### src/inc/dsw_pkg.sv
`default_nettype none
package dsw_pkg;

  // Object indices on the object-access port
  localparam logic [15:0] DSW_IDX_STATE_WORD = 16'h6041;
  localparam logic [15:0] DSW_IDX_CONTROL_WORD = 16'h6040;

  // Drive state word bit positions
  localparam int DSW_B_READY = 0;
  localparam int DSW_B_SWITCHED_ON = 1;
  localparam int DSW_B_OP_ENABLED = 2;
  localparam int DSW_B_FAULT = 3;
  localparam int DSW_B_DC_READY = 4;
  localparam int DSW_B_QSTOP_N = 5;
  localparam int DSW_B_OP_INHIBIT = 6;
  localparam int DSW_B_WARNING = 7;
  localparam int DSW_B_RX_OFF = 8;
  localparam int DSW_B_NET_ACCEPT = 9;
  localparam int DSW_B_IN_WINDOW = 10;
  localparam int DSW_B_LIMIT = 11;
  localparam int DSW_B_FOLLOWS = 12;
  localparam int DSW_B_FOLLOW_ERR = 13;
  localparam int DSW_B_BRAKE_REL = 14;
  localparam int DSW_B_SAFE_INACTIVE = 15;

  // Control word bit positions
  localparam int DSW_C_SWITCH_ON = 0;
  localparam int DSW_C_VOLTAGE = 1;
  localparam int DSW_C_QSTOP_N = 2;
  localparam int DSW_C_ENABLE_OP = 3;
  localparam int DSW_C_FAULT_RESET = 7;

  // Operating mode code of the manufacturer velocity mode (-2)
  localparam logic [7:0] DSW_MODE_MS_VELOCITY = 8'hFE;

  localparam logic [15:0] DSW_WORD_RESET = 16'h0000;
  localparam logic [15:0] DSW_CTRL_RESET = 16'h0000;

  typedef enum logic [3:0] {
    DSW_ST_INIT,
    DSW_ST_INHIBIT,
    DSW_ST_READY,
    DSW_ST_SWITCHED_ON,
    DSW_ST_OP_ENABLED,
    DSW_ST_QUICK_STOP,
    DSW_ST_FAULT_REACTION,
    DSW_ST_TROUBLE
  } dsw_state_e;

  typedef enum logic [2:0] {
    DSW_CMD_NONE,
    DSW_CMD_DISABLE_VOLTAGE,
    DSW_CMD_QUICK_STOP,
    DSW_CMD_SHUTDOWN,
    DSW_CMD_SWITCH_ON,
    DSW_CMD_ENABLE_OP
  } dsw_cmd_e;

endpackage
`default_nettype wire

### src/design/dsw_encoder.sv
// Functional notes
// - Read-only 16-bit state word; bit 0 set when drive ready to start.
// - Bit 1 set while the drive is switched on.
// - Bit 3 set while a fault or trouble condition is active.
// - Bit 4 set when the DC bus is ready for operation.
// - Bit 5 is low while a quick stop is in progress.
// - Bit 6 set in switch-on inhibited and in trouble.
// - Bit 8 set when cyclic process-data reception is deactivated.
// - Bit 9 set when the drive can accept network commands.
// - Bit 9 held low in manufacturer velocity mode, code -2.
// - Bit 10 set while actual speed lies inside the target window.
// - Bit 11 set while an internal limit clamps a setpoint.
// - Bit 12 set only in operation enabled without test mode or internal setpoint.
// - Bit 13 set while a following error is present.
// - Bit 14 set while the holding brake is released.
// - Bit 15 low when safety disabled the power stage, else high.
// - After power-up: initialising, no access, brake closed, operation inhibited.
// - Initialising reports bits 0, 1, 2, 3 and 6 as zero.
// - After initialisation go to switch-on inhibited; access allowed, operation inhibited.
// - Fieldbus operational or process-data control deselected also enters switch-on inhibited.
// - Switch-on inhibited: brake closed under internal control, bit 6 high, bits 0-3 low.
// - Fault-reset rising edge clears a gone fault, enters switch-on inhibited.
// - Bit 7 shows a warning; warnings never change state, need no reset.
`timescale 1ns/1ps
`default_nettype none
module dsw_encoder (
  input wire logic ref_clk,
  input wire logic reset,
  // Object-access port of the fieldbus stack
  input wire logic rd_req,
  input wire logic [15:0] rd_index,
  output logic rd_valid,
  output logic rd_error,
  output logic [15:0] rd_data,
  input wire logic wr_req,
  input wire logic [15:0] wr_index,
  input wire logic [15:0] wr_data,
  output logic wr_ack,
  output logic wr_error,
  // Drive status from on-chip logic
  input wire logic init_done,
  input wire logic fieldbus_operational,
  input wire logic pd_control_deselect,
  input wire logic dc_bus_ready,
  input wire logic warning_active,
  input wire logic fault_event,
  input wire logic fault_cause_active,
  input wire logic standstill,
  input wire logic cyclic_rx_off_flag,
  input wire logic [7:0] op_mode,
  input wire logic speed_in_window,
  input wire logic limit_active,
  input wire logic test_mode_active,
  input wire logic internal_setpoint_active,
  input wire logic following_error,
  input wire logic brake_released_fb,
  input wire logic brake_ctrl_internal,
  input wire logic brake_ext_release,
  // Safety power-stage disable, asynchronous pin
  input wire logic safety_disable_pin,
  // Drive outputs
  output logic [15:0] drive_state_word,
  output logic brake_release_cmd,
  output logic pulse_enable,
  output logic comm_allowed
);

  typedef struct packed {
    dsw_pkg::dsw_state_e state;
    logic [15:0] word;
    logic [15:0] ctrl_word;
    logic rd_valid;
    logic rd_error;
    logic [15:0] rd_data;
    logic wr_ack;
    logic wr_error;
    logic brake_release_cmd;
    logic pulse_enable;
    logic comm_allowed;
    logic safe_meta;
    logic safe_sync;
    logic fb_op_prev;
    logic fault_reset_prev;
  } dsw_regs_s;

  localparam dsw_regs_s DSW_REGS_RESET = '{
    state: dsw_pkg::DSW_ST_INIT,
    word: dsw_pkg::DSW_WORD_RESET,
    ctrl_word: dsw_pkg::DSW_CTRL_RESET,
    rd_valid: 1'b0,
    rd_error: 1'b0,
    rd_data: dsw_pkg::DSW_WORD_RESET,
    wr_ack: 1'b0,
    wr_error: 1'b0,
    brake_release_cmd: 1'b0,
    pulse_enable: 1'b0,
    comm_allowed: 1'b0,
    safe_meta: 1'b0,
    safe_sync: 1'b0,
    fb_op_prev: 1'b0,
    fault_reset_prev: 1'b0
  };

  dsw_regs_s r;
  dsw_regs_s next_r;

  // Control word to device command, standard profile decoding
  function automatic dsw_pkg::dsw_cmd_e dsw_decode(input logic [15:0] cw);
    dsw_pkg::dsw_cmd_e cmd;
    cmd = dsw_pkg::DSW_CMD_NONE;
    if (!cw[dsw_pkg::DSW_C_VOLTAGE]) begin
      cmd = dsw_pkg::DSW_CMD_DISABLE_VOLTAGE;
    end else if (!cw[dsw_pkg::DSW_C_QSTOP_N]) begin
      cmd = dsw_pkg::DSW_CMD_QUICK_STOP;
    end else if (!cw[dsw_pkg::DSW_C_SWITCH_ON]) begin
      cmd = dsw_pkg::DSW_CMD_SHUTDOWN;
    end else if (!cw[dsw_pkg::DSW_C_ENABLE_OP]) begin
      cmd = dsw_pkg::DSW_CMD_SWITCH_ON;
    end else begin
      cmd = dsw_pkg::DSW_CMD_ENABLE_OP;
    end
    return cmd;
  endfunction

  function automatic logic dsw_powered(input dsw_pkg::dsw_state_e st);
    return (st == dsw_pkg::DSW_ST_OP_ENABLED) || (st == dsw_pkg::DSW_ST_QUICK_STOP) ||
           (st == dsw_pkg::DSW_ST_FAULT_REACTION);
  endfunction

  always_comb begin
    dsw_pkg::dsw_cmd_e cmd;
    logic fault_reset_edge;
    logic force_inhibit;
    logic [15:0] w;
    cmd = dsw_decode(r.ctrl_word);
    w = '0;
    fault_reset_edge = r.ctrl_word[dsw_pkg::DSW_C_FAULT_RESET] && !r.fault_reset_prev;
    force_inhibit = (fieldbus_operational && !r.fb_op_prev) || pd_control_deselect;
    next_r = r;

    // Safety pin: two flops before use
    next_r.safe_meta = safety_disable_pin;
    next_r.safe_sync = r.safe_meta;

    next_r.fb_op_prev = fieldbus_operational;
    next_r.fault_reset_prev = r.ctrl_word[dsw_pkg::DSW_C_FAULT_RESET];

    // Warnings never enter this machine, so they cannot change state
    case (r.state)
      dsw_pkg::DSW_ST_INIT: begin
        if (init_done) begin
          next_r.state = dsw_pkg::DSW_ST_INHIBIT;
        end
      end
      dsw_pkg::DSW_ST_INHIBIT: begin
        if (fault_event) begin
          next_r.state = dsw_pkg::DSW_ST_TROUBLE;
        end else if (!force_inhibit && cmd == dsw_pkg::DSW_CMD_SHUTDOWN) begin
          next_r.state = dsw_pkg::DSW_ST_READY;
        end
      end
      dsw_pkg::DSW_ST_READY, dsw_pkg::DSW_ST_SWITCHED_ON, dsw_pkg::DSW_ST_OP_ENABLED,
      dsw_pkg::DSW_ST_QUICK_STOP: begin
        if (fault_event) begin
          next_r.state = dsw_powered(r.state) ? dsw_pkg::DSW_ST_FAULT_REACTION :
                                                dsw_pkg::DSW_ST_TROUBLE;
        end else if (force_inhibit || cmd == dsw_pkg::DSW_CMD_DISABLE_VOLTAGE) begin
          // deselect or bus start drops back
          next_r.state = dsw_pkg::DSW_ST_INHIBIT;
        end else if (cmd == dsw_pkg::DSW_CMD_QUICK_STOP) begin
          next_r.state = (r.state == dsw_pkg::DSW_ST_OP_ENABLED ||
                          r.state == dsw_pkg::DSW_ST_QUICK_STOP) ?
                         dsw_pkg::DSW_ST_QUICK_STOP : dsw_pkg::DSW_ST_INHIBIT;
        end else if (r.state == dsw_pkg::DSW_ST_QUICK_STOP) begin
          // Only enable operation ends a quick stop
          if (cmd == dsw_pkg::DSW_CMD_ENABLE_OP) begin
            next_r.state = dsw_pkg::DSW_ST_OP_ENABLED;
          end
        end else if (cmd == dsw_pkg::DSW_CMD_SHUTDOWN) begin
          next_r.state = dsw_pkg::DSW_ST_READY;
        end else if (cmd == dsw_pkg::DSW_CMD_SWITCH_ON) begin
          next_r.state = dsw_pkg::DSW_ST_SWITCHED_ON;
        end else if (cmd == dsw_pkg::DSW_CMD_ENABLE_OP &&
                     r.state != dsw_pkg::DSW_ST_READY) begin
          next_r.state = dsw_pkg::DSW_ST_OP_ENABLED;
        end
      end
      dsw_pkg::DSW_ST_FAULT_REACTION: begin
        // Controlled stop first, then trouble
        if (standstill) begin
          next_r.state = dsw_pkg::DSW_ST_TROUBLE;
        end
      end
      dsw_pkg::DSW_ST_TROUBLE: begin
        // reset only once the cause is gone
        if (fault_reset_edge && !fault_cause_active) begin
          next_r.state = dsw_pkg::DSW_ST_INHIBIT;
        end
      end
      default: begin
        next_r.state = dsw_pkg::DSW_ST_INIT;
      end
    endcase

    // no access and no power while initialising
    next_r.comm_allowed = (next_r.state != dsw_pkg::DSW_ST_INIT);
    // pulses stay inhibited on reset; only powered states enable them
    next_r.pulse_enable = dsw_powered(next_r.state);
    // brake closed under internal control unless operation enabled
    if (next_r.state == dsw_pkg::DSW_ST_INIT) begin
      next_r.brake_release_cmd = 1'b0;
    end else if (brake_ctrl_internal) begin
      next_r.brake_release_cmd = (next_r.state == dsw_pkg::DSW_ST_OP_ENABLED);
    end else begin
      next_r.brake_release_cmd = brake_ext_release;
    end

    w[dsw_pkg::DSW_B_READY] = (next_r.state != dsw_pkg::DSW_ST_INIT) &&
                              (next_r.state != dsw_pkg::DSW_ST_INHIBIT) &&
                              (next_r.state != dsw_pkg::DSW_ST_TROUBLE);
    w[dsw_pkg::DSW_B_SWITCHED_ON] = w[dsw_pkg::DSW_B_READY] &&
                                    (next_r.state != dsw_pkg::DSW_ST_READY);
    w[dsw_pkg::DSW_B_OP_ENABLED] = dsw_powered(next_r.state);
    w[dsw_pkg::DSW_B_FAULT] = (next_r.state == dsw_pkg::DSW_ST_FAULT_REACTION) ||
                              (next_r.state == dsw_pkg::DSW_ST_TROUBLE);
    w[dsw_pkg::DSW_B_DC_READY] = dc_bus_ready;
    w[dsw_pkg::DSW_B_QSTOP_N] = (next_r.state != dsw_pkg::DSW_ST_QUICK_STOP);
    // operation inhibited, low bits follow state
    w[dsw_pkg::DSW_B_OP_INHIBIT] = (next_r.state == dsw_pkg::DSW_ST_INHIBIT) ||
                                   (next_r.state == dsw_pkg::DSW_ST_TROUBLE);
    w[dsw_pkg::DSW_B_WARNING] = warning_active;
    w[dsw_pkg::DSW_B_RX_OFF] = cyclic_rx_off_flag;
    w[dsw_pkg::DSW_B_NET_ACCEPT] = next_r.comm_allowed &&
                                   (op_mode != dsw_pkg::DSW_MODE_MS_VELOCITY);
    w[dsw_pkg::DSW_B_IN_WINDOW] = speed_in_window;
    w[dsw_pkg::DSW_B_LIMIT] = limit_active;
    w[dsw_pkg::DSW_B_FOLLOWS] = (next_r.state == dsw_pkg::DSW_ST_OP_ENABLED) &&
                                !test_mode_active && !internal_setpoint_active;
    w[dsw_pkg::DSW_B_FOLLOW_ERR] = following_error;
    w[dsw_pkg::DSW_B_BRAKE_REL] = brake_released_fb;
    w[dsw_pkg::DSW_B_SAFE_INACTIVE] = !r.safe_sync;
    next_r.word = w;

    // Object access answers one cycle after the request
    next_r.rd_valid = 1'b0;
    next_r.rd_error = 1'b0;
    next_r.wr_ack = 1'b0;
    next_r.wr_error = 1'b0;
    if (rd_req) begin
      if (r.comm_allowed && rd_index == dsw_pkg::DSW_IDX_STATE_WORD) begin
        next_r.rd_valid = 1'b1;
        next_r.rd_data = r.word;
      end else if (r.comm_allowed && rd_index == dsw_pkg::DSW_IDX_CONTROL_WORD) begin
        next_r.rd_valid = 1'b1;
        next_r.rd_data = r.ctrl_word;
      end else begin
        next_r.rd_error = 1'b1;
      end
    end
    if (wr_req) begin
      // state word is read-only; writes refused in init
      if (r.comm_allowed && wr_index == dsw_pkg::DSW_IDX_CONTROL_WORD) begin
        next_r.wr_ack = 1'b1;
        next_r.ctrl_word = wr_data;
      end else begin
        next_r.wr_error = 1'b1;
      end
    end
  end

  always_ff @(posedge ref_clk) begin
    if (reset) begin
      r <= DSW_REGS_RESET;
    end else begin
      r <= next_r;
    end
  end

  assign drive_state_word = r.word;
  assign rd_valid = r.rd_valid;
  assign rd_error = r.rd_error;
  assign rd_data = r.rd_data;
  assign wr_ack = r.wr_ack;
  assign wr_error = r.wr_error;
  assign brake_release_cmd = r.brake_release_cmd;
  assign pulse_enable = r.pulse_enable;
  assign comm_allowed = r.comm_allowed;

endmodule
`default_nettype wire

### config.mk
export PLATFORM = sky130hd
export DESIGN_NAME = dsw_encoder
export DESIGN_NICKNAME = d
export VERILOG_FILES = /design/src/inc/dsw_pkg.sv /design/src/design/dsw_encoder.sv
export SDC_FILE = /design/constraint.sdc
export NUM_CORES = 1
export LEC_CHECK = 0
export BUFFER_PORTS_ARGS = -buffer_cell sky130_fd_sc_hd__buf_2
export CAP_MARGIN = 20
export CORE_MARGIN = 10
export CORE_UTILIZATION = 35
export CTS_BUF_LIST = sky130_fd_sc_hd__clkbuf_8
export DETAILED_ROUTE_END_ITERATION = 10
export GPL_ROUTABILITY_DRIVEN = 1
export MAX_ROUTING_LAYER = met4
export PLACE_DENSITY = 0.68
export SYNTH_ARGS = -nofsm -noshare
export SYNTH_HDL_FRONTEND = slang
export SYNTH_SLANG_ARGS = --single-unit
### constraint.sdc
create_clock -name ref_clk -period 3.37 [get_ports ref_clk]
set_clock_uncertainty 0.2 [all_clocks]
set_input_delay 0.674 -clock ref_clk [delete_from_list [all_inputs] [get_ports ref_clk]]
set_output_delay 0.674 -clock ref_clk [all_outputs]
set_load 0.1 [all_outputs]
======== Word-level counts from Yosys, hierarchy flattened ========
Cells that the tools add are included.
cells by class
  $lt $le $gt $ge ......................... 0
  $add $sub $neg .......................... 0
  equality and inequality tests ........... 26
  bitwise gates (word level) .............. 2
  $mul .................................... 0
  reduce and logical (&&, ||, !) cells .... 40
  mux-type cells .......................... 28
  div/mod/pow operators ................... 0
  shift operators ......................... 0
operators by type and width
  operator                count
  $mux W4                 13
  $eq A16 B15 Y1 const B  3
  $eq A4 B3 Y1 const B    8
  $mux W16                2
  $pmux W4 S5             1
  $logic_and A1 B1 Y1     14
  $mux W3                 4
  $eq A4 B1 Y1 const B    2
  $eq A4 B2 Y1 const B    2
  $logic_not A4 Y1        2
  $logic_or A1 B1 Y1      8
  $mux W1                 8
  $ne A4 B2 Y1 const B    2
  $ne A4 B3 Y1 const B    2
  $ne A8 B8 Y1 const B    1
  $logic_not A1 Y1        7
  $eq A3 B2 Y1 const B    2
  $eq A3 B3 Y1 const B    2
  $reduce_or A2 Y1        3
  $ne A4 B1 Y1 const B    1
  $reduce_and A2 Y1       2
  $reduce_bool A4 Y1      1
  $reduce_or A4 Y1        1
  $eq A3 B1 Y1 const B    1
  3 further kinds         4
storage, ports and cells
  memory bits (read-only) ................. 0
  bits of input ports ..................... 78
  register bits ........................... 63
  latch bits .............................. 0
  memories kept ........................... 0
  logic and storage cells ................. 111
  bits in writable memories ............... 0

======== Longest topological paths before layout ========
  depth in word-level cells ............... 18
  depth in mapped cells ................... 8
  mapped depth without buffers ............ 6

======== Worst setup path before layout ========
No wires, ideal clock.
  kind .................................... reg-to-reg
  from .................................... register r (netlist bit comm_allowed)
  to ...................................... register r (netlist bit rd_data[11])
  arrival ................................. 2,057 ps
  cell stages (with the launch flop) ...... 8
  clock period less this slack ............ 2,389 ps
  required time ........................... 3,038 ps
  slack ................................... 981 ps
  path through ............................ dfxtp_1 > nor4b_1 > nand4_1 > inv_1 > nand2_1 > clkbuf_1 > nand2_1 > a21oi_1
on the way
  word-level cells in the longest chain between the ends .. 3
  elaborated cells between the ends (all ways) .. 5
ends and longest elaborated chain
  item                                    line                                    RTL
  start, declared                         dsw_encoder.sv:104                      dsw_regs_s r;
  start signal, assigned                  dsw_encoder.sv:275                      r <= next_r;
  $logic_and A1 B1 Y1 (on tied branches)  dsw_encoder.sv:250, dsw_encoder.sv:253
  $reduce_bool A2 Y1 (no line)            n/a
  $reduce_and A2 Y1 (no line)             n/a
Several ways; a longest one is shown, not always the timed one.
A chain may end at the register's enable or synchronous reset.

======== Worst setup path in the final report ========
  from .................................... input port rd_index[5]
  to ...................................... register r (netlist bit rd_data[12])
on the way
  word-level cells in the longest chain between the ends .. 4
  elaborated cells between the ends (all ways) .. 7
ends and longest elaborated chain
  item                                    line                                    RTL
  start, declared                         dsw_encoder.sv:31                       input wire logic [15:0] rd_index,
  $eq A16 B15 Y1 (on tied branches)       dsw_encoder.sv:250, dsw_encoder.sv:253
  $logic_and A1 B1 Y1 (on tied branches)  dsw_encoder.sv:250, dsw_encoder.sv:253
  $reduce_bool A2 Y1 (no line)            n/a
  $reduce_and A2 Y1 (no line)             n/a
Several ways; a longest one is shown, not always the timed one.

==> flow_summary.json <==
{
  "p_leak_nw": 1.395,
  "syn_area_per_cell_sq_um": 9.013,
  "core_sq_um": 7727,
  "syn_to_final_growth_pct": 19.66,
  "synth_nets": 388,
  "synth_simple_gate_area_share_pct": 24.41,
  "ant_nets": 0,
  "tightest_slew_ns": 1.028,
  "cts_resized": 0,
  "cts_setup_buffers": 0,
  "insertion_delay_ns": 0.32,
  "overflow": 0,
  "synth_compound_area_share_pct": 17.91,
  "synth_xor_area_share_pct": 0,
  "synthFlopType": "dfxtp_1",
  "crit_path_start_kind": "primary input",
  "synth_fa_ha_area_share_pct": 0,
  "tns_ns": 0,
  "synthMostInstantiatedCell": "dfxtp_1",
  "place_congestion": 0.7506,
  "synthesis.area_sq_um": 2794,
  "synth_cell_types": 53,
  "fmax_mhz": 430.2,
  "critPathMaxFanout": 16,
  "wl_per_cell_um": 15.80,
  "synth_area_leaders": "dfxtp_1 (44%), buf_4 (8.6%), nand2_1 (7.0%)",
  "peakVddDrop_mv": 0.2737,
  "hold_viol": 0,
  "drtIter0Drc": 89,
  "synthMuxAreaShare_pct": 0,
  "ys_top_cells_by_count": "dfxtp_1 (62), nand2_1 (52), a21oi_1 (34), buf_4 (32)",
  "h-tree-depth": 3,
  "outcome": "completed",
  "cts_buffers": 9,
  "clk_pin_slew_ns": 0.07,
  "die-width_um": 109.3,
  "drc": 0,
  "cp_data_required_time_ns": 3.42,
  "hold_buffers": 0,
  "powerDensity_nw_per_um2": 461.5,
  "synthArstFlopShare_pct": 0,
  "rsz0062_at_grt": "no",
  "timing.max_cap.violations": 0,
  "boundaryPins": 117,
  "vias_per_cell": 4.843,
  "fin_crit_ns": 2.324,
  "rows": 32,
  "wl_mm": 7.836,
  "hpwl_mm": 6.011,
  "first_pass_iters": 4,
  "setup_viol_count_final": 0,
  "clock_path_buffers": 2,
  "dp_slack_ns": 0.7431,
  "cp_data_arrival_time_ns": 2.38,
  "die-area_sq_um": 11960,
  "cts_num_sinks": 62,
  "grt_max_degree": 57,
  "cts-root-buf": "clkbuf_8",
  "fill_cells": 779,
  "num_antenna_cells": 0,
  "synth_top_cell_area_share_pct": 44.42,
  "synth_top_family_by_area": "simple AND/OR/NAND/NOR gates",
  "slew_headroom_pct": 31.49,
  "hp-class": "reg2reg",
  "syn_inst": 310,
  "yosys.area.top_type": "dfxtp_1",
  "slew_viol_final": 0,
  "endpoint_kind": "register",
  "grt_pass1_vias": 2439,
  "synth_edf_count": 0,
  "initial_utilization_pct": 36.16,
  "grtUsageTotal_pct": 13.42,
  "postLayoutSetupSlackWorst_ns": 1.046,
  "dieHeight_um": 109.3,
  "ys_warn_count": 0,
  "io_buffers": 116,
  "drive_above_1_share_pct": 37.56,
  "period_share_pct": 68.97,
  "fin_nets": 467,
  "worst-setup-path-type": "in2reg",
  "ys_ff_latch": 62,
  "vias": 2402,
  "synth-seq-area-share_pct": 44.42,
  "cts_tree": "done",
  "antenna_found_initial": 0,
  "grt_pass1_wl_mm": 12.33
}
==> report_power, final <==
group / switching [mW] / internal (mW) / leakage, nW
logic: 0.129 / 0.0573 / 0.785
registers: 0.00985 / 0.747 / 0.504
clock network: 0.269 / 0.331 / 0.105
total: 0.408 / 1.13 / 1.39
==> placed cells by master (no fill, tap or decap), types with 2 or more instances in the layout <==
cell type and count:
buf_2 116, dfxtp_1 62, nand2_1 52, a21oi_1 34, o221ai_1 16, nor2_1 16, nor2b_1 12, clkbuf_8 9
inv_1 8, nor4_1 5, nor3_1 5, o21ai_0 4, o21a_1 4, clkinv_2 4, nor4b_1 3, nand4_1 3
nand3b_1 2, nor3_2 2, and2_1 2, nor3b_1 2
==> per-layer routing <==
layer / share of wire [%] / wire length, um / vias to the layer above / track usage (%)
li1: - / - / 1211 / -
met1: 43 / 3371 / 1108 / 16.44
met2: 51 / 4011 / 81 / 21.34
met3: 5.5 / 433 / 2 / 3.452
met4: 0.24 / 19 / 0 / 3.903
met5: 0 / 0 / - / -
==> state kept, by name (all words and copies together), names as in the netlist, 2 cells and up <==
signal            flops
drive_state_word     16
next_r                2
r                    22
rd_data              16
==> stage by stage <==
| stage | power, mW | hold slack, ns | std cells | utilization, % | area, sq um |
|---|---|---|---|---|---|
| floorplan | 0.9052 | 0.1627 | 310 | - | 2794 |
| global placement | 0.9578 | 0.1663 | 480 | 40.92 | 3162 |
| detailed placement | 0.9601 | 0.1661 | 480 | 40.92 | 3162 |
| CTS | 1.559 | 0.1760 | 496 | 43.26 | 3343 |
| global route | 1.608 | 0.1902 | 496 | 43.26 | 3343 |
| finish | 1.543 | 0.1751 | 496 | 43.26 | 3343 |
==> logic make-up after synthesis <==
group,after synthesis
AO/OA/AOI/OAI,71
AND/OR/NAND/NOR,121
buffers and inverters,55
flip-flops,62
other,1
==> worst max-delay path, cell delays in order <==
cell and delay, ns:
buf_2 0.09, nor4b_1 0.30, nand4_1 0.26, nor2_2 0.59, o221ai_1 0.27, a21oi_1 0.18
==> cell type report <==
type                    instances  area, sq um  area share [%]
inverters                       7        26.28          0.7859
well taps                     102        127.6           3.817
clock buffers                   9        123.9           3.705
clock inverters                 7        57.56           1.722
multi-input cells             193         1186           35.48
flip-flops and latches         62         1241           37.13
repair buffers                116        580.6           17.37
==> worst paths after layout <==
kind / startpoint / to / slack, ns / cells after the start
min: r[2] / drive_state_word[15] / 0.18 / 1
max reg2reg: comm_allowed / rd_data[12] / 1.19 / 5
min reg2reg: r[2] / drive_state_word[15] / 0.18 / 1
max: rd_index[5] / rd_data[12] / 1.05 / 6
Power figures use the tool's default switching activity.
